$ cat src/rtl/lcd_timing_pkg.sv
package lcd_timing_pkg;

    ////////////////////////////////////////////////////////////////////////////
    // Clock rates and derived cycle counts
    localparam int CLOCK_HZ = 25_000_000;
    localparam int LCD_FAST_HZ = 2048;
    localparam int LCD_SLOW_HZ = 128;
    localparam int BLINK_STEP_MS = 250;
    localparam int MS_PER_S = 1000;
    localparam int FAST_CYCLES = CLOCK_HZ / LCD_FAST_HZ;
    localparam int SLOW_CYCLES = CLOCK_HZ / LCD_SLOW_HZ;
    localparam int BLINK_STEP_CYCLES = (CLOCK_HZ / MS_PER_S) * BLINK_STEP_MS;
    localparam int BASE_COUNT_W = 18;
    localparam int STEP_COUNT_W = 23;

    ////////////////////////////////////////////////////////////////////////////
    // Register indices; byte address is four times the index
    localparam int ADDR_W = 12;
    localparam logic [9:0] IDX_MAIN = 10'h095;
    localparam logic [9:0] IDX_CLOCK = 10'h096;
    localparam logic [9:0] IDX_LADDER = 10'h09C;
    localparam logic [9:0] IDX_UPDATE = 10'h0B1;
    localparam logic [9:0] IDX_STATUS = 10'h0F0;
    localparam logic [ADDR_W-1:0] ADDR_MAIN = {IDX_MAIN, 2'h0};
    localparam logic [ADDR_W-1:0] ADDR_CLOCK = {IDX_CLOCK, 2'h0};
    localparam logic [ADDR_W-1:0] ADDR_LADDER = {IDX_LADDER, 2'h0};
    localparam logic [ADDR_W-1:0] ADDR_UPDATE = {IDX_UPDATE, 2'h0};
    localparam logic [ADDR_W-1:0] ADDR_STATUS = {IDX_STATUS, 2'h0};

    ////////////////////////////////////////////////////////////////////////////
    // Field positions, masks and reset values
    localparam int MAIN_EN_BIT = 7;
    localparam int MAIN_BLINK_BIT = 5;
    localparam int MAIN_LCD_CLK_SELECT_BIT = 3;
    localparam int MAIN_MUX_LSB = 0;
    localparam int LADDER_BIT = 6;
    localparam int INVERT_BIT = 6;
    localparam int DONE_BIT = 1;
    localparam int HOLD_BIT = 0;
    localparam int SOURCE_LSB = 6;
    localparam int RATE_LSB = 4;
    localparam int DIVIDER_LSB = 0;
    localparam logic [7:0] LADDER_MASK = 8'h40;
    localparam logic [7:0] UPDATE_WMASK = 8'h41;
    localparam logic [7:0] CFG_RESET = 8'h00;
    localparam int SEG_COUNT = 108;

    ////////////////////////////////////////////////////////////////////////////
    // Drive divide ratios, in lcd_base_clk periods
    localparam logic [7:0] DIV_ONE = 8'h01;
    localparam logic [7:0] DIV_TWO = 8'h02;
    localparam logic [7:0] DIV_FOUR = 8'h04;
    localparam logic [7:0] DIV_SIX = 8'h06;
    localparam logic [7:0] DIV_EIGHT = 8'h08;
    localparam logic [7:0] DIV_FAST_CODE0 = 8'h40;
    localparam logic [7:0] DIV_FAST_2X_CODE0 = 8'h80;

    // Blink half periods in 250 ms steps
    localparam logic [3:0] HALF_2HZ = 4'h1;
    localparam logic [3:0] HALF_1HZ = 4'h2;
    localparam logic [3:0] HALF_HALF_HZ = 4'h4;
    localparam logic [3:0] HALF_THIRD_HZ = 4'h6;
    localparam logic [3:0] HALF_QUARTER_HZ = 4'h8;

    typedef enum logic [1:0] {
        MUX_RESERVED = 2'h0,
        MUX_TWO = 2'h1,
        MUX_THREE = 2'h2,
        MUX_FOUR = 2'h3
    } mux_level_type;

    typedef enum logic [1:0] {
        BLINK_OFF = 2'h0,
        BLINK_ON = 2'h1,
        BLINK_FIXED = 2'h2,
        BLINK_RATE = 2'h3
    } blink_source_type;

    typedef enum logic [2:0] {
        UPD_SHOWING = 3'h1,
        UPD_HELD = 3'h2,
        UPD_PENDING = 3'h4
    } update_state_type;

endpackage : lcd_timing_pkg

$ cat src/rtl/frame_timing_if.sv
`timescale 1ns/1ps
interface frame_timing_if;
    logic lcd_clk_select;
    logic [1:0] mux_level;
    logic [3:0] frame_divider;
    logic drive_tick;
    logic frame_start;
    logic [1:0] com_phase;

    modport timer (
        input lcd_clk_select,
        input mux_level,
        input frame_divider,
        output drive_tick,
        output frame_start,
        output com_phase
    );

    modport user (
        output lcd_clk_select,
        output mux_level,
        output frame_divider,
        input drive_tick,
        input frame_start,
        input com_phase
    );
endinterface : frame_timing_if

$ cat src/rtl/lcd_frame_timer.sv
`timescale 1ns/1ps
module lcd_frame_timer
    import lcd_timing_pkg::*;
#(
    parameter int FAST_PERIOD = FAST_CYCLES,
    parameter int SLOW_PERIOD = SLOW_CYCLES
) (
    input wire logic clock,
    input wire logic reset,
    frame_timing_if.timer tif
);

    logic [BASE_COUNT_W-1:0] base_count;
    logic [7:0] drive_count;
    logic [1:0] com_count;
    logic drive_tick;
    logic frame_start;
    logic [1:0] com_phase;

    ////////////////////////////////////////////////////////////////////////////
    // Drive divide ratio per clock select, multiplex level and divider code
    function automatic logic [7:0] drive_divide(input logic slow, input logic [1:0] mux,
                                                 input logic [3:0] code);
        logic [7:0] twice;
        twice = 8'({code, 1'b0}) + DIV_TWO;
        if (slow) begin
            if (code == 4'h0) begin
                drive_divide = DIV_TWO;
            end else if (code == 4'hF) begin
                drive_divide = DIV_ONE;
            end else if (mux == MUX_THREE || mux == MUX_FOUR) begin
                drive_divide = DIV_FOUR;
            end else if (code == 4'h1) begin
                drive_divide = DIV_FOUR;
            end else if (code == 4'h2) begin
                drive_divide = DIV_SIX;
            end else begin
                drive_divide = DIV_EIGHT;
            end
        end else if (mux == MUX_THREE || mux == MUX_FOUR) begin
            if (code == 4'h0) begin
                drive_divide = DIV_FAST_CODE0;
            end else if (code == 4'h1) begin
                drive_divide = (mux == MUX_FOUR) ? DIV_FOUR : DIV_SIX;
            end else if (code == 4'h2) begin
                drive_divide = DIV_SIX;
            end else begin
                drive_divide = twice;
            end
        end else begin
            drive_divide = (code == 4'h0) ? DIV_FAST_2X_CODE0 : 8'({twice, 1'b0});
        end
    endfunction : drive_divide

    wire [BASE_COUNT_W-1:0] base_last = tif.lcd_clk_select ?
        BASE_COUNT_W'(SLOW_PERIOD - 1) : BASE_COUNT_W'(FAST_PERIOD - 1);
    wire base_tick = (base_count >= base_last);
    wire [7:0] drive_last = drive_divide(tif.lcd_clk_select, tif.mux_level,
                                         tif.frame_divider) - DIV_ONE;
    wire drive_wrap = base_tick && (drive_count >= drive_last);
    // Reserved multiplex code runs as two-way so the frame never stalls
    wire [1:0] com_last = (tif.mux_level == MUX_FOUR) ? 2'h3 :
                          (tif.mux_level == MUX_THREE) ? 2'h2 : 2'h1;
    wire com_wrap = drive_wrap && (com_count >= com_last);
    // Phase leaves with the count, so index 0 marks the frame start
    wire [1:0] next_com = com_wrap ? 2'h0 : (drive_wrap ? com_count + 2'h1 : com_count);

    always_ff @(posedge clock) begin
        if (reset) begin
            base_count <= '0;
            drive_count <= '0;
            com_count <= '0;
            drive_tick <= 1'b0;
            frame_start <= 1'b0;
            com_phase <= 2'h0;
        end else begin
            base_count <= base_tick ? '0 : base_count + 1'b1;
            drive_count <= drive_wrap ? '0 : (base_tick ? drive_count + 1'b1 : drive_count);
            com_count <= next_com;
            drive_tick <= drive_wrap;
            frame_start <= com_wrap;
            com_phase <= next_com;
        end
    end

    assign tif.drive_tick = drive_tick;
    assign tif.frame_start = frame_start;
    assign tif.com_phase = com_phase;

endmodule : lcd_frame_timer

$ cat src/rtl/lcd_frame_blink_refresh_ctrl.sv
// Chosen here: the APB slave port.
`timescale 1ns/1ps
module lcd_frame_blink_refresh_ctrl
    import lcd_timing_pkg::*;
#(
    parameter int FAST_PERIOD = FAST_CYCLES,
    parameter int SLOW_PERIOD = SLOW_CYCLES,
    parameter int BLINK_STEP = BLINK_STEP_CYCLES
) (
    // Clock and reset
    input wire logic CLOCK,
    input wire logic SRST,
    // APB slave
    input wire logic PSEL,
    input wire logic PENABLE,
    input wire logic PWRITE,
    input wire logic [ADDR_W-1:0] PADDR,
    input wire logic [31:0] PWDATA,
    output logic [31:0] PRDATA,
    output logic PREADY,
    output logic PSLVERR,
    // Segment data memory contents
    input wire logic [SEG_COUNT-1:0] SEG_MEMORY,
    // Panel side
    output logic [SEG_COUNT-1:0] SEG_IMAGE,
    output logic DISPLAY_ON,
    output logic FRAME_INVERT,
    output logic EXT_LADDER_EN,
    output logic LCD_ENABLE,
    output logic [1:0] MUX_LEVEL,
    output logic DRIVE_TICK,
    output logic FRAME_START,
    output logic [1:0] COM_PHASE
);

    ////////////////////////////////////////////////////////////////////////////
    // Written configuration and the copies applied to the panel
    logic [7:0] main_cfg;
    logic [7:0] lcd_clock_blink_cfg;
    logic [7:0] lcd_ladder_cfg;
    logic [7:0] update_ctrl;

    logic [7:0] applied_main;
    logic [7:0] applied_clock;
    logic [7:0] applied_ladder;
    logic applied_invert;

    // Refresh handshake and frame polarity
    logic update_done_flag;
    update_state_type update_state;
    update_state_type next_update_state;
    logic invert_phase;

    // Blink generator
    logic blink_phase;
    logic [STEP_COUNT_W-1:0] step_count;
    logic [3:0] half_count;

    // Bus answer
    logic ready;
    logic [31:0] rdata;
    logic slverr;

    // Output flip-flops
    logic [SEG_COUNT-1:0] seg_image;
    logic display_on;
    logic ext_ladder_en;
    logic lcd_enable;
    logic [1:0] mux_out;
    logic drive_pulse;
    logic frame_pulse;
    logic [1:0] com_out;

    // Frame, drive and common timing
    frame_timing_if tif ();

    lcd_frame_timer #(
        .FAST_PERIOD(FAST_PERIOD),
        .SLOW_PERIOD(SLOW_PERIOD)
    ) timer (
        .clock(CLOCK),
        .reset(SRST),
        .tif(tif)
    );

    // Timer sees only applied settings, so a frame never mixes two timings
    assign tif.lcd_clk_select = applied_main[MAIN_LCD_CLK_SELECT_BIT];
    assign tif.mux_level = applied_main[MAIN_MUX_LSB +: 2];
    assign tif.frame_divider = applied_clock[DIVIDER_LSB +: 4];

    // Internal frame start; FRAME_START follows a cycle later
    wire frame_edge = tif.frame_start;

    ////////////////////////////////////////////////////////////////////////////
    // APB decode
    wire setup_or_access = PSEL && PENABLE;
    wire access_done = setup_or_access && ready;
    wire write_done = access_done && PWRITE;
    wire hit_main = (PADDR == ADDR_MAIN);
    wire hit_clock = (PADDR == ADDR_CLOCK);
    wire hit_ladder = (PADDR == ADDR_LADDER);
    wire hit_update = (PADDR == ADDR_UPDATE);
    wire hit_status = (PADDR == ADDR_STATUS);
    wire hit_any = hit_main || hit_clock || hit_ladder || hit_update || hit_status;

    // Strobes fire only at the completing edge
    wire write_main = write_done && hit_main;
    wire write_clock = write_done && hit_clock;
    wire write_ladder = write_done && hit_ladder;
    wire write_update = write_done && hit_update;
    // Done flag clears on a written one; holding the bit at zero leaves it alone
    wire done_clear = write_update && PWDATA[DONE_BIT];
    wire hold = update_ctrl[HOLD_BIT];

    // Read data selection
    wire [7:0] update_view = {update_ctrl[7:2], update_done_flag, update_ctrl[HOLD_BIT]};
    // Bit 6 shows whether inversion is on for the frame being driven
    wire [7:0] status_view = {1'b0, applied_invert, com_out,
                              update_state == UPD_PENDING,
                              update_state == UPD_HELD,
                              invert_phase, display_on};
    wire [7:0] read_byte = hit_main ? main_cfg :
                           hit_clock ? lcd_clock_blink_cfg :
                           hit_ladder ? lcd_ladder_cfg :
                           hit_update ? update_view :
                           hit_status ? status_view : 8'h00;

    ////////////////////////////////////////////////////////////////////////////
    // APB slave: one wait state, answer registered
    always_ff @(posedge CLOCK) begin
        if (SRST) begin
            ready <= 1'b0;
            rdata <= 32'h0000_0000;
            slverr <= 1'b0;
        end else begin
            ready <= setup_or_access && !ready;
            rdata <= (setup_or_access && !ready && !PWRITE) ? {24'h00_0000, read_byte} : rdata;
            // Error stands only in the ready cycle
            slverr <= setup_or_access && !ready && !hit_any;
        end
    end

    ////////////////////////////////////////////////////////////////////////////
    // Register file
    always_ff @(posedge CLOCK) begin
        if (SRST) begin
            main_cfg <= CFG_RESET;
            lcd_clock_blink_cfg <= CFG_RESET;
            lcd_ladder_cfg <= CFG_RESET;
            update_ctrl <= CFG_RESET;
        end else begin
            // Main and clock registers keep every written bit
            if (write_main) begin
                main_cfg <= PWDATA[7:0];
            end
            if (write_clock) begin
                lcd_clock_blink_cfg <= PWDATA[7:0];
            end
            // Reserved ladder bits are not stored and read back zero
            if (write_ladder) begin
                lcd_ladder_cfg <= PWDATA[7:0] & LADDER_MASK;
            end
            // Only invert and hold are stored; reserved bits stay clear
            if (write_update) begin
                update_ctrl <= PWDATA[7:0] & UPDATE_WMASK;
            end
        end
    end

    ////////////////////////////////////////////////////////////////////////////
    // Settings take effect at the frame boundary
    always_ff @(posedge CLOCK) begin
        if (SRST) begin
            applied_main <= CFG_RESET;
            applied_clock <= CFG_RESET;
            applied_ladder <= CFG_RESET;
            applied_invert <= 1'b0;
        end else if (frame_edge) begin
            applied_main <= main_cfg;
            applied_clock <= lcd_clock_blink_cfg;
            applied_ladder <= lcd_ladder_cfg;
            applied_invert <= update_ctrl[INVERT_BIT];
        end
    end

    ////////////////////////////////////////////////////////////////////////////
    // Frame inversion
    // Next frame flips only while inversion is on for it
    wire next_invert = update_ctrl[INVERT_BIT] && !invert_phase;

    always_ff @(posedge CLOCK) begin
        if (SRST) begin
            invert_phase <= 1'b0;
        end else if (frame_edge) begin
            invert_phase <= next_invert;
        end
    end

    ////////////////////////////////////////////////////////////////////////////
    // Refresh handshake; hold acts at once, loading waits for a frame start
    always_comb begin
        next_update_state = update_state;
        case (update_state)
            UPD_SHOWING: begin
                if (hold) begin
                    next_update_state = UPD_HELD;
                end
            end
            UPD_HELD: begin
                if (!hold) begin
                    next_update_state = UPD_PENDING;
                end
            end
            UPD_PENDING: begin
                if (hold) begin
                    next_update_state = UPD_HELD;
                end else if (frame_edge) begin
                    next_update_state = UPD_SHOWING;
                end
            end
            default: begin
                next_update_state = UPD_SHOWING;
            end
        endcase
    end

    // Held image stays put until a frame start after release
    wire load_image = frame_edge && !hold &&
                      (update_state == UPD_SHOWING || update_state == UPD_PENDING);
    wire done_set = frame_edge && !hold && (update_state == UPD_PENDING);

    always_ff @(posedge CLOCK) begin
        if (SRST) begin
            update_state <= UPD_SHOWING;
            update_done_flag <= 1'b0;
            seg_image <= '0;
        end else begin
            update_state <= next_update_state;
            // A pending load finishing in the clearing cycle still leaves the flag set
            update_done_flag <= done_set || (update_done_flag && !done_clear);
            if (load_image) begin
                seg_image <= SEG_MEMORY;
            end
        end
    end

    ////////////////////////////////////////////////////////////////////////////
    // Blink generator, stepped in quarter seconds so it is independent of
    // the LCD clock select
    wire [1:0] source = applied_clock[SOURCE_LSB +: 2];
    wire [1:0] rate = applied_clock[RATE_LSB +: 2];
    wire [3:0] half_last = (source == BLINK_FIXED) ? HALF_2HZ :
                           (rate == 2'h0) ? HALF_1HZ :
                           (rate == 2'h1) ? HALF_HALF_HZ :
                           (rate == 2'h2) ? HALF_THIRD_HZ : HALF_QUARTER_HZ;
    wire step_tick = (step_count >= STEP_COUNT_W'(BLINK_STEP - 1));
    wire half_wrap = step_tick && (half_count >= half_last - 4'h1);

    // Counter runs only for the timed sources
    wire blink_running = applied_main[MAIN_BLINK_BIT] && source[1];
    wire blink_view = !applied_main[MAIN_BLINK_BIT] ? 1'b1 :
                      (source == BLINK_OFF) ? 1'b0 :
                      (source == BLINK_ON) ? 1'b1 : blink_phase;

    always_ff @(posedge CLOCK) begin
        if (SRST) begin
            step_count <= '0;
            half_count <= 4'h0;
            blink_phase <= 1'b1;
        end else if (!blink_running) begin
            // Restart cleanly so the first blink half is full length
            step_count <= '0;
            half_count <= 4'h0;
            blink_phase <= 1'b1;
        end else begin
            step_count <= step_tick ? '0 : step_count + 1'b1;
            half_count <= half_wrap ? 4'h0 : (step_tick ? half_count + 4'h1 : half_count);
            if (half_wrap) begin
                blink_phase <= !blink_phase;
            end
        end
    end

    ////////////////////////////////////////////////////////////////////////////
    // Registered panel outputs
    always_ff @(posedge CLOCK) begin
        if (SRST) begin
            display_on <= 1'b0;
            ext_ladder_en <= 1'b0;
            lcd_enable <= 1'b0;
            mux_out <= 2'h0;
            drive_pulse <= 1'b0;
            frame_pulse <= 1'b0;
            com_out <= 2'h0;
        end else begin
            display_on <= blink_view;
            ext_ladder_en <= applied_ladder[LADDER_BIT];
            lcd_enable <= applied_main[MAIN_EN_BIT];
            mux_out <= applied_main[MAIN_MUX_LSB +: 2];
            // Timer strobes, one cycle behind the timer
            drive_pulse <= tif.drive_tick;
            frame_pulse <= tif.frame_start;
            com_out <= tif.com_phase;
        end
    end

    ////////////////////////////////////////////////////////////////////////////
    // Ports straight from the flip-flops
    assign PRDATA = rdata;
    assign PREADY = ready;
    assign PSLVERR = slverr;
    assign SEG_IMAGE = seg_image;
    assign DISPLAY_ON = display_on;
    assign FRAME_INVERT = invert_phase;
    assign EXT_LADDER_EN = ext_ladder_en;
    assign LCD_ENABLE = lcd_enable;
    assign MUX_LEVEL = mux_out;
    assign DRIVE_TICK = drive_pulse;
    assign FRAME_START = frame_pulse;
    assign COM_PHASE = com_out;

endmodule : lcd_frame_blink_refresh_ctrl

$ cat config.mk
export PLATFORM = sky130hd
export DESIGN_NAME = lcd_frame_blink_refresh_ctrl
export DESIGN_NICKNAME = d
export VERILOG_FILES = /design/src/rtl/lcd_timing_pkg.sv /design/src/rtl/frame_timing_if.sv /design/src/rtl/lcd_frame_timer.sv /design/src/rtl/lcd_frame_blink_refresh_ctrl.sv
export SDC_FILE = /design/constraint.sdc
export NUM_CORES = 1
export LEC_CHECK = 0
export ABC_CLOCK_PERIOD_IN_PS = 4100
export BUFFER_PORTS_ARGS = -buffer_cell sky130_fd_sc_hd__buf_2
export CAP_MARGIN = 20
export CORE_UTILIZATION = 51
export DETAILED_ROUTE_END_ITERATION = 12
export HOLD_SLACK_MARGIN = 0.08
export PLACE_DENSITY = 0.87
export RECOVER_POWER = 100
export SLEW_MARGIN = 10
export SYNTH_ARGS = -nofsm -noshare
export SYNTH_HDL_FRONTEND = slang
export SYNTH_SLANG_ARGS = --single-unit
$ cat constraint.sdc
create_clock -name CLOCK -period 4.1 [get_ports CLOCK]
set_input_delay 0.82 -clock CLOCK [delete_from_list [all_inputs] [get_ports CLOCK]]
set_output_delay 0.82 -clock CLOCK [all_outputs]
set_load 0.03 [all_outputs]
==> results.json, run 1 <==
{
  "start_util_pct": 52.06,
  "clk_transition_reported_paths_ns": 0.06,
  "cts_sinks": 224,
  "rr_worst_depth": 15,
  "crit_fanout": 7,
  "cts-buffers-inserted": 24,
  "wire_per_inst_um": 15.10,
  "syn_area_um2": 9738,
  "synth_xor_area_share_pct": 3.867,
  "clk_path_buf_depth": 3,
  "die_height_um": 140.2,
  "synth-seq-cells": 224,
  "syn-mean-instance-area_um2": 8.281,
  "setup_violations": 0,
  "synth_simple_gate_area_share_pct": 24.30,
  "timing.rr.start": "applied_clock[0]",
  "drc": 0,
  "grt_pass1_wl_mm": 39.79,
  "critPathMaxStageDelay_ns": 0.42,
  "reg2reg_to": "timer.drive_count[0]",
  "synthAdderAreaFrac_pct": 4.368,
  "htreeDepth": 1,
  "pwr_density_cell_nw_per_um2": 398.0,
  "worstPathRequired_ns": 4.54,
  "design.core.area_um2": 18710,
  "drt-initial-drc-count": 632,
  "finalInstanceArea_um2": 11760,
  "final.min_clock_period_ns": 3.943,
  "nFillCells": 1572,
  "dp_hpwl_mm": 17.38,
  "crit_path_cell_trace": "inv_1 -> ha_1 -> nor3b_4 -> nor3_1 -> a211oi_2 -> o211ai_1 -> or3_1 -> a31o_2 -> ha_1 -> a21o_1 -> a21o_1 -> a221oi_2 -> buf_4 -> or3b_1 -> a21oi_1",
  "grt_overflow": 0,
  "post_dp_cell_area_um2": 11080,
  "grt_pass1_vias": 8226,
  "root_buffer": "clkbuf_16",
  "yosys_warnings": 0,
  "vias": 8926,
  "drtAntennaViolNets": 0,
  "min_path_cells": 2,
  "synth_edf_count": 0,
  "hold_path.class": "flop to flop",
  "worstPathArrival_ns": 4.38,
  "fin_skew_ns": 0.01585,
  "antenna_found_initial": 2,
  "fin_crit_sh_pct": 96.17,
  "vias_per_cell": 5.355,
  "cpMaxStageDelayCell": "or3_1",
  "grt_use_total_pct": 24.68,
  "cp-start-kind": "flop",
  "synth_top_family_by_area": "simple AND/OR/NAND/NOR gates",
  "drv_slew": 91,
  "synth_mux_area_share_pct": 1.863,
  "nets": 1604,
  "violations": "capacitance limit, slew limit",
  "hp-start": "SEG_IMAGE[68]",
  "ff2ff_setup_slack_ns": 0.16,
  "drv_cap": 1,
  "seq_area_frac_synth_pct": 46.05,
  "path_class": "flop to flop",
  "synth_ff_type": "dfxtp_1",
  "power.leakage_nw": 4.373,
  "fp-row-count": 50,
  "synth-async-reset-ratio_pct": 0,
  "max_clock_freq_mhz": 253.6,
  "synth_cells": 1176,
  "cts_tree": "done",
  "numPortBuffers": 260,
  "fin_tns_setup_ns": 0,
  "outcome": "finished, violations left",
  "die_width_um": 140.2,
  "synth_cell_type_count": 71,
  "layout-drive-gt1-share_pct": 14.19,
  "synth_compound_area_share_pct": 14.09,
  "end_kind": "flop",
  "whs_endpoint": "SEG_IMAGE[68]",
  "first_pass_iters": 5,
  "worstSkewPairLatency_ns": 0.52,
  "finalHoldViolCount": 0,
  "io_pins": 309,
  "area_delta_synth_final_pct": 20.75,
  "peakVddDrop_uv": 389.0,
  "drt-total-wl_mm": 25.16,
  "finish.utilization_pct": 62.86,
  "dieArea_um2": 19650,
  "slew_headroom_pct": -22.21,
  "globalplace.congestion": 0.9024,
  "grt_start_max_net_pins": 109,
  "worst_pin_slew_ns": 1.833
}
[synth_stat cells, drive strengths merged, types with 10 or more instances]
cell,instances,area share [%]
nand3,42,2.2
o21ai,10,0.51
clkbuf,49,1.9
nand2,273,11
ha,34,4.4
buf,37,2.7
xnor2,14,1.3
nor3,13,0.67
nor2b,11,0.71
a21oi,156,8.0
xor2,29,2.6
or3,18,1.2
nand2b,16,1.0
nor2,90,3.5
and3,13,0.84
dfxtp,224,46
nand4,10,0.64
mux2i,17,1.7
inv,20,0.77
[how the worst max path moves through the flow]
stage,from,endpoint,slack [ns],depth (start not counted)
2_1_floorplan,applied_clock[0],timer.tif.com_phase[1],0.47,15
3_3_place_gp,applied_clock[0],timer.drive_count[0],0.14,15
3_5_place_dp,applied_clock[0],timer.drive_count[0],0.02,15
4_1_cts,applied_clock[0],timer.drive_count[0],0.06,15
5_1_grt,applied_clock[0],timer.drive_count[0],-0.008,15
6_report,applied_clock[0],timer.drive_count[0],0.16,15
[critical path: cells and delay by family (launching register included)]
kind	cells	cell delay (ns)
fa+ha+maj	2	0.52
buf+inv	2	0.31
compound gates	7	1.50
flops	1	0.35
simple gates	4	1.18
[power by group]
group          leakage, nW  total (mW)  internal, mW  switching (mW)
sequential            1.81        2.19          2.18         0.00510
clock                0.431        2.33          1.44           0.888
combinational         2.14       0.166        0.0591           0.107
[kinds of logic after synthesis]
| kind of cell | after synthesis |
|---|---|
| AOI/OAI and AO/OA | 229 |
| DFF | 224 |
| muxes | 18 |
| other | 1 |
| xor gates and xnor gates | 43 |
| and+or+nand+nor | 520 |
| buffers and inverters | 107 |
| adders and majority gates | 34 |
[timing repair]
item | CTS | global route
gates cloned | 0 | 0
hold buffers | 0 | 0
pin swaps | 0 | 2
endpoints found under the setup margin | 1 | 7
resized for setup | 0 | 4
buffers inserted | 1 | 2
[layout by cell type (no fill, tap or decap), types with 17 or more instances in the layout]
cell	instances
mux2i_1	17
nand2_1	273
inv_1	20
nor2_1	90
dfxtp_1	222
clkbuf_16	24
nand3_1	42
or3_1	17
a21oi_1	156
conb_1	24
ha_1	34
buf_2	131
xor2_1	29
clkbuf_1	134
[stage by stage]
stage                     hold WS (ns)  power [mW]  cells  worst slack (ns)
final                           0.4534       4.680   1667            0.1572
after detailed placement        0.4429       2.402   1618           0.01892
after global routing            0.4669       4.808   1666         -0.007778
after global placement          0.4381       2.400   1618            0.1404
after CTS                       0.4514       4.712   1663           0.05833
after floorplan                 0.4138       2.337   1199            0.4663
[per-layer routing]
layer  up-vias  wire length [um]  GRT usage [%]
met5         -                 0              0
met4         0              1135          12.09
met3        71              1287          4.274
met2       303             12330          43.13
met1      4128             10410          29.27
li1       4424                 -              -
[area by class of cell]
type	instances	area (um^2)	area share, %
multi-input cells	868	4791	40.74
flip-flops and latches	224	4487	38.16
repair buffers	274	1231	10.47
clock buffers	31	686.9	5.842
well taps	234	292.8	2.490
clock inverters	13	186.4	1.585
inverters	21	78.83	0.6704
diodes	2	5.005	0.04256
[registers in the layout (all words and copies together), names as in the netlist, 3 cells and up]
| name | cells |
|---|---|
| step_count | 23 |
| PRDATA | 8 |
| update_state | 3 |
| lcd_clock_blink_cfg | 8 |
| applied_clock | 8 |
| timer.base_count | 18 |
| SEG_IMAGE | 108 |
| half_count | 4 |
| timer.drive_count | 8 |
| main_cfg | 8 |
| applied_main | 5 |
No activity file was read; power rests on OpenSTA's default activity.
==> run 2: changes to the inputs <==
--- a/config.mk
+++ b/config.mk
@@ -16,4 +16,5 @@
 export SLEW_MARGIN = 10
 export SYNTH_ARGS = -nofsm -noshare
 export SYNTH_HDL_FRONTEND = slang
+export SYNTH_HIERARCHICAL = 1
 export SYNTH_SLANG_ARGS = --single-unit
==> results.json, run 2 <==
{
  "outcome": "finished, violations left",
  "violations": "capacitance limit, slew limit",
  "fin_skew_ns": 0.02422,
  "critPathMaxStageDelay_ns": 0.52,
  "vias": 8744,
  "hold_buffers": 0,
  "cts_sinks": 224,
  "grt_overflow": 0,
  "drtAntennaViolNets": 0,
  "combPwrFrac_pct": 3.8,
  "syn_area_um2": 9804,
  "ys_top_cells_by_area": "dfxtp_1, nand2_1, a21oi_1",
  "peakVddDrop_uv": 276.2,
  "final_cells": 1640,
  "layout_commonest_cell": "nand2_1",
  "cts-buffers-inserted": 24,
  "numPortBuffers": 260,
  "globalplace.congestion": 0.8740,
  "yosys_warnings": 6,
  "dieArea_um2": 19780,
  "antenna_cells": 0,
  "hold_path.class": "flop to flop",
  "finalHoldViolCount": 0,
  "wl_met1_mm": 10.57,
  "swShare_pct": 21.36,
  "first_pass_iters": 7,
  "cp_common_cell": "ha_1",
  "nFillCells": 1645,
  "seq_area_um2": 4484,
  "synth_common_cells": "nand2_1, dfxtp_1, a21oi_1",
  "clk_transition_reported_paths_ns": 0.06,
  "seqPwrFrac_pct": 49.6,
  "crit_start": "applied_clock[0]",
  "die_width_um": 140.7,
  "worst_pin_slew_ns": 2.131,
  "clk_path_buf_depth": 3,
  "slew_headroom_pct": -42.07,
  "grt_start_max_net_pins": 87,
  "worstPathArrival_ns": 4.32,
  "switchingPower_uw": 942.9,
  "path_delay_family": "simple AND/OR/NAND/NOR gates",
  "setup_violations": 0,
  "multi_input_area_um2": 4878,
  "hp-start": "SEG_IMAGE[98]",
  "fp-row-count": 50,
  "grt_pass1_wl_mm": 38.34,
  "nets": 1583,
  "synth_top_area_cell": "dfxtp_1",
  "top_layer": "met4",
  "synth-seq-cells": 224,
  "htreeDepth": 1,
  "drc": 0,
  "wl_met3_mm": 1.560,
  "root_buffer": "clkbuf_16",
  "design.core.area_um2": 18770,
  "io_pins": 309,
  "synth-async-reset-ratio_pct": 0,
  "seq_area_frac_synth_pct": 45.74,
  "start_util_pct": 52.24,
  "area_delta_synth_final_pct": 19.07,
  "synth_top_area_share_pct": 45.74,
  "worstSkewPairLatency_ns": 0.51,
  "dp_hpwl_mm": 17.32,
  "fin_crit_sh_pct": 94.68,
  "cts_setup_buffers": 0,
  "antenna_found_initial": 0,
  "synth_ff_type": "dfxtp_1",
  "wire_per_inst_um": 14.93,
  "die_height_um": 140.7,
  "syn-mean-instance-area_um2": 8.474,
  "layout-drive-gt1-share_pct": 14.01,
  "path_class": "flop to flop",
  "end_kind": "flop",
  "met2_length_mm": 11.79,
  "p_clk_share_pct": 46.6,
  "postCtsResizedCells": 0,
  "cpMaxStageDelayCell": "or4b_1",
  "rsz0062_at_grt": "false",
  "drt-total-wl_mm": 24.48,
  "pwr_density_cell_nw_per_um2": 378.2,
  "drv_cap": 2,
  "fin_tns_setup_ns": 0,
  "grt_use_total_pct": 23.59,
  "grt_pass1_vias": 8066,
  "final.min_clock_period_ns": 3.882,
  "worstPathRequired_ns": 4.54,
  "synth_edf_count": 0,
  "cp-start-kind": "flop",
  "crit_path_cell_trace": "inv_1 -> ha_1 -> nor3b_1 -> buf_4 -> o31ai_1 -> a221oi_2 -> nor4b_2 -> nand3_1 -> xor2_1 -> ha_1 -> o2111ai_1 -> o21ai_0 -> o21ai_4 -> or4b_1 -> a21oi_1",
  "synth_most_common_cell": "nand2_1",
  "synth_cells": 1157,
  "cts_tree": "done",
  "max_clock_freq_mhz": 257.6,
  "timing.rr.start": "applied_clock[0]",
  "crit_fanout": 8,
  "dp_cells": 1600,
  "drt-initial-drc-count": 601,
  "largest_reg_flops": 108,
  "p_int_mw": 3.472,
  "layout_common_cells": "nand2_1, dfxtp_1, clkbuf_1",
  "cp.buffers_inverters": 2,
  "vias_per_cell": 5.332,
  "drv_slew": 135,
  "power.leakage_nw": 4.425,
  "synth_cell_type_count": 73
}
-- run 2: cell types whose count changed after synthesis, moves of 7 or more --
cell	delta
a21oi_1	-25
xnor2_1	+9
nor2b_1	+7
or3_1	-11
nor2_1	+16
nand2_1	-14
mux2i_1	+20
nand3_1	-9
-- run 2: area by class of cell --
cell class	instances	share of cell area (%)
Multi-Input combinational cell	857	41.79
Timing Repair Buffer	269	10.30
Clock inverter	3	0.1286
Tap cell	234	2.508
Clock buffer	37	6.345
Sequential cell	224	38.41
Inverter	16	0.5145
-- run 2: power by group through the flow --
stage                     sequential (mW)  clock, mW  combinational (mW)
after floorplan                      2.24          0              0.0947
after global placement               2.24          0               0.164
after detailed placement             2.24          0               0.167
after CTS                            2.19       2.09               0.168
after global routing                 2.19       2.19               0.180
final                                2.19       2.06               0.167
-- run 2: through the flow --
stage	hold slack (ns)	utilization [%]	instance area (um^2)	total power [mW]	setup slack [ns]
floorplan	0.4138	-	9891	2.337	0.4751
global placement	0.4386	59.27	11120	2.401	0.3854
detailed placement	0.4432	59.27	11120	2.404	0.2959
CTS	0.4514	63.30	11880	4.448	0.2581
global route	0.4659	62.20	11670	4.559	0.01779
finish	0.4510	62.20	11670	4.415	0.2183
-- run 2: cell families after synthesis --
group | after synthesis | share of synthesized area [%]
compound gates | 196 | 12.07
xor+xnor | 50 | 4.467
fa+ha+maj | 34 | 4.339
buf+inv | 99 | 5.117
flops | 224 | 45.74
mux | 38 | 3.892
other cells | 1 | 0.03825
simple gates | 515 | 24.34
-- run 2: path summary, 6_finish.rpt --
path | cells after the start | endpoint | slack [ns]
setup reg to reg | 15 | timer/tif.com_phase[1] | 0.22
setup / recovery | 15 | timer/tif.com_phase[1] | 0.22
hold / removal | 2 | SEG_IMAGE[98] | 0.45
hold reg to reg | 2 | SEG_IMAGE[98] | 0.45
-- run 2: worst min-delay path: stages, from the launching register on --
cell     delay (ns)
dfxtp_1        0.30
nand2_1        0.05
a21oi_1        0.05
-- run 2: metal layers --
metal  vias to the layer above  global-route usage (%)
li1                       4338                       -
met1                      4044                   29.70
met2                       313                   40.22
met3                        49                   4.654
met4                         0                   8.352
met5                         -                       0
==> run 3: changes to the inputs <==
--- a/config.mk
+++ b/config.mk
@@ -5,10 +5,11 @@
 export SDC_FILE = /design/constraint.sdc
 export NUM_CORES = 1
 export LEC_CHECK = 0
+export ABC_AREA = 1
 export ABC_CLOCK_PERIOD_IN_PS = 4100
 export BUFFER_PORTS_ARGS = -buffer_cell sky130_fd_sc_hd__buf_2
 export CAP_MARGIN = 20
-export CORE_UTILIZATION = 51
+export CORE_UTILIZATION = 52
 export DETAILED_ROUTE_END_ITERATION = 12
 export HOLD_SLACK_MARGIN = 0.08
 export PLACE_DENSITY = 0.87
==> results.json, run 3 <==
{
  "drc": 0,
  "worst_pin_slew_ns": 2.095,
  "synth_top_area_cell": "dfxtp_1",
  "finish.utilization_pct": 63.76,
  "synth_top_area_share_pct": 43.31,
  "ys_top_cells_by_area": "dfxtp_1, nor2_1, o21ai_0",
  "cpMaxStageDelayCell": "clkbuf_1",
  "path_class": "input pin to flop",
  "vias_per_cell": 5.066,
  "cts_tree": "done",
  "path_delay_family": "buffers and inverters",
  "vias": 9736,
  "first_pass_iters": 5,
  "layout_commonest_cell": "nor2_1",
  "drv_slew": 90,
  "yosys_warnings": 6,
  "drv_cap": 2,
  "pre_cts_slack_ns": 0.7833,
  "finalInstanceArea_um2": 12410,
  "clk_transition_reported_paths_ns": 0.06,
  "area_delta_synth_final_pct": 19.84,
  "post_dp_cell_area_um2": 11720,
  "rsz0062_at_grt": "false",
  "wl_met3_mm": 1.883,
  "design.core.area_um2": 19460,
  "crit_fanout": 58,
  "synth-seq-cells": 224,
  "max_clock_freq_mhz": 287.2,
  "synth_ff_type": "dfxtp_1",
  "cts_setup_buffers": 0,
  "grt_pass1_vias": 8539,
  "fin_tns_setup_ns": 0,
  "nets": 1828,
  "cp_common_cell": "clkbuf_1",
  "grt_use_total_pct": 24.60,
  "dp_cells": 1876,
  "worstSkewPairLatency_ns": 0.51,
  "synth_most_common_cell": "nor2_1",
  "setup_violations": 0,
  "pwr_density_cell_nw_per_um2": 395.5,
  "dp_hpwl_mm": 19.25,
  "postCtsResizedCells": 0,
  "violations": "capacitance limit, slew limit",
  "die_width_um": 143.1,
  "cts-buffers-inserted": 24,
  "globalplace.congestion": 0.8485,
  "io_pins": 309,
  "syn-mean-instance-area_um2": 7.444,
  "wl_met1_mm": 11.40,
  "met2_length_mm": 13.02,
  "final_cells": 1922,
  "setup_ws_ns": 0.6180,
  "fin_skew_ns": 0.01493,
  "cp-start-kind": "input pin",
  "clk_path_buf_depth": 3,
  "synth-async-reset-ratio_pct": 0,
  "end_kind": "flop",
  "layout_common_cells": "nor2_1, dfxtp_1, nand2_1",
  "dieArea_um2": 20480,
  "hold_path.class": "flop to flop",
  "fp-row-count": 51,
  "die_height_um": 143.1,
  "crit_path_cell_trace": "clkbuf_1 -> clkinv_1 -> clkbuf_1 -> o21ai_0 -> nor2_1",
  "htreeDepth": 1,
  "start_util_pct": 53.20,
  "cts_sinks": 224,
  "numPortBuffers": 260,
  "grt_pass1_wl_mm": 40.89,
  "grt_overflow": 0,
  "critPathMaxStageDelay_ns": 1.52,
  "drtAntennaViolNets": 0,
  "outcome": "finished, violations left",
  "root_buffer": "clkbuf_16",
  "total_power_mw": 4.907,
  "fin_crit_sh_pct": 84.93,
  "worstPathArrival_ns": 3.91,
  "syn_area_um2": 10350,
  "synth_common_cells": "nor2_1, dfxtp_1, nand2_1",
  "drt-initial-drc-count": 661,
  "synth_cells": 1391,
  "grt_start_max_net_pins": 95,
  "cp.buffers_inverters": 3,
  "seq_area_frac_synth_pct": 43.31,
  "antenna_found_initial": 1,
  "synth_edf_count": 0,
  "wire_per_inst_um": 14.02,
  "slew_headroom_pct": -39.64,
  "whs_ns": 0.4065,
  "power.leakage_nw": 5.144,
  "layout-drive-gt1-share_pct": 14.92,
  "top_layer": "met4",
  "finalHoldViolCount": 0,
  "worstPathRequired_ns": 4.52,
  "final.min_clock_period_ns": 3.482,
  "peakVddDrop_uv": 331.9,
  "drt-total-wl_mm": 26.94,
  "largest_reg_flops": 108,
  "synth_cell_type_count": 53,
  "hold_buffers": 0
}
==> run 3: cell count changes in the layout (fill, tap and decap cells not counted), sizes merged, moves of 25 or more <==
cell / change
nand3: +25
mux2i: -37
o21ai: +133
a21oi: -69
nor2: +273
nand2: -73
inv: +103
==> run 3: final timing paths <==
kind	startpoint	end	slack, ns	cells past startpoint
setup reg to reg	applied_clock[0]	timer/drive_count[2]	0.71	18
hold / removal	timer/tif.drive_tick	DRIVE_TICK	0.41	2
setup / recovery	SRST	SEG_IMAGE[96]	0.62	5
hold reg to reg	timer/tif.drive_tick	DRIVE_TICK	0.41	2
==> run 3: layout make-up <==
cell class                      count  area (um^2)
Fill cell                        1750         7053
Antenna cell                        2        5.005
Sequential cell                   224         4484
Tap cell                          265        331.6
Clock buffer                       34        729.5
Clock inverter                     10        197.7
Timing Repair Buffer              268         1202
Multi-Input combinational cell    998         5001
Inverter                          121        457.9
==> run 3: report_power, final <==
group	leakage (nW)	internal, mW	switching (mW)
clock	0.455	1.56	0.899
combinational	2.88	0.0860	0.161
sequential	1.81	2.19	0.00976
total	5.14	3.84	1.07
==> run 3: cell families (layout without fill, tap and decap cells) <==
family | Yosys count | count (layout) | share of synthesized area [%]
simple gates | 675 | 675 | 28.89
compound gates | 230 | 230 | 12.12
flops | 224 | 224 | 43.31
buf+inv | 192 | 433 | 8.579
xor+xnor | 35 | 35 | 2.960
fa+ha+maj | 34 | 34 | 4.108
other cells | 1 | 26 | 0.03621
==> run 3: per-layer routing <==
metal | global-route usage [%] | up-vias
li1 | - | 4897
met1 | 31.19 | 4457
met2 | 42.05 | 337
met3 | 4.728 | 45
met4 | 7.470 | 0
met5 | 0 | -
==> run 3: worst reg2reg max path: stages (launching register included) <==
cell     delay (ns)
dfxtp_1        0.48
inv_1          0.12
ha_1           0.23
o21ai_0        0.34
nand2_1        0.09
nand4_1        0.09
o21ai_0        0.16
inv_1          0.10
ha_1           0.22
nand2_1        0.09
xor2_1         0.15
ha_1           0.29
nand2_1        0.05
nor2_1         0.16
nand4_1        0.12
nand3_1        0.21
nand2_1        0.17
nand2_4        0.19
a21oi_1        0.06
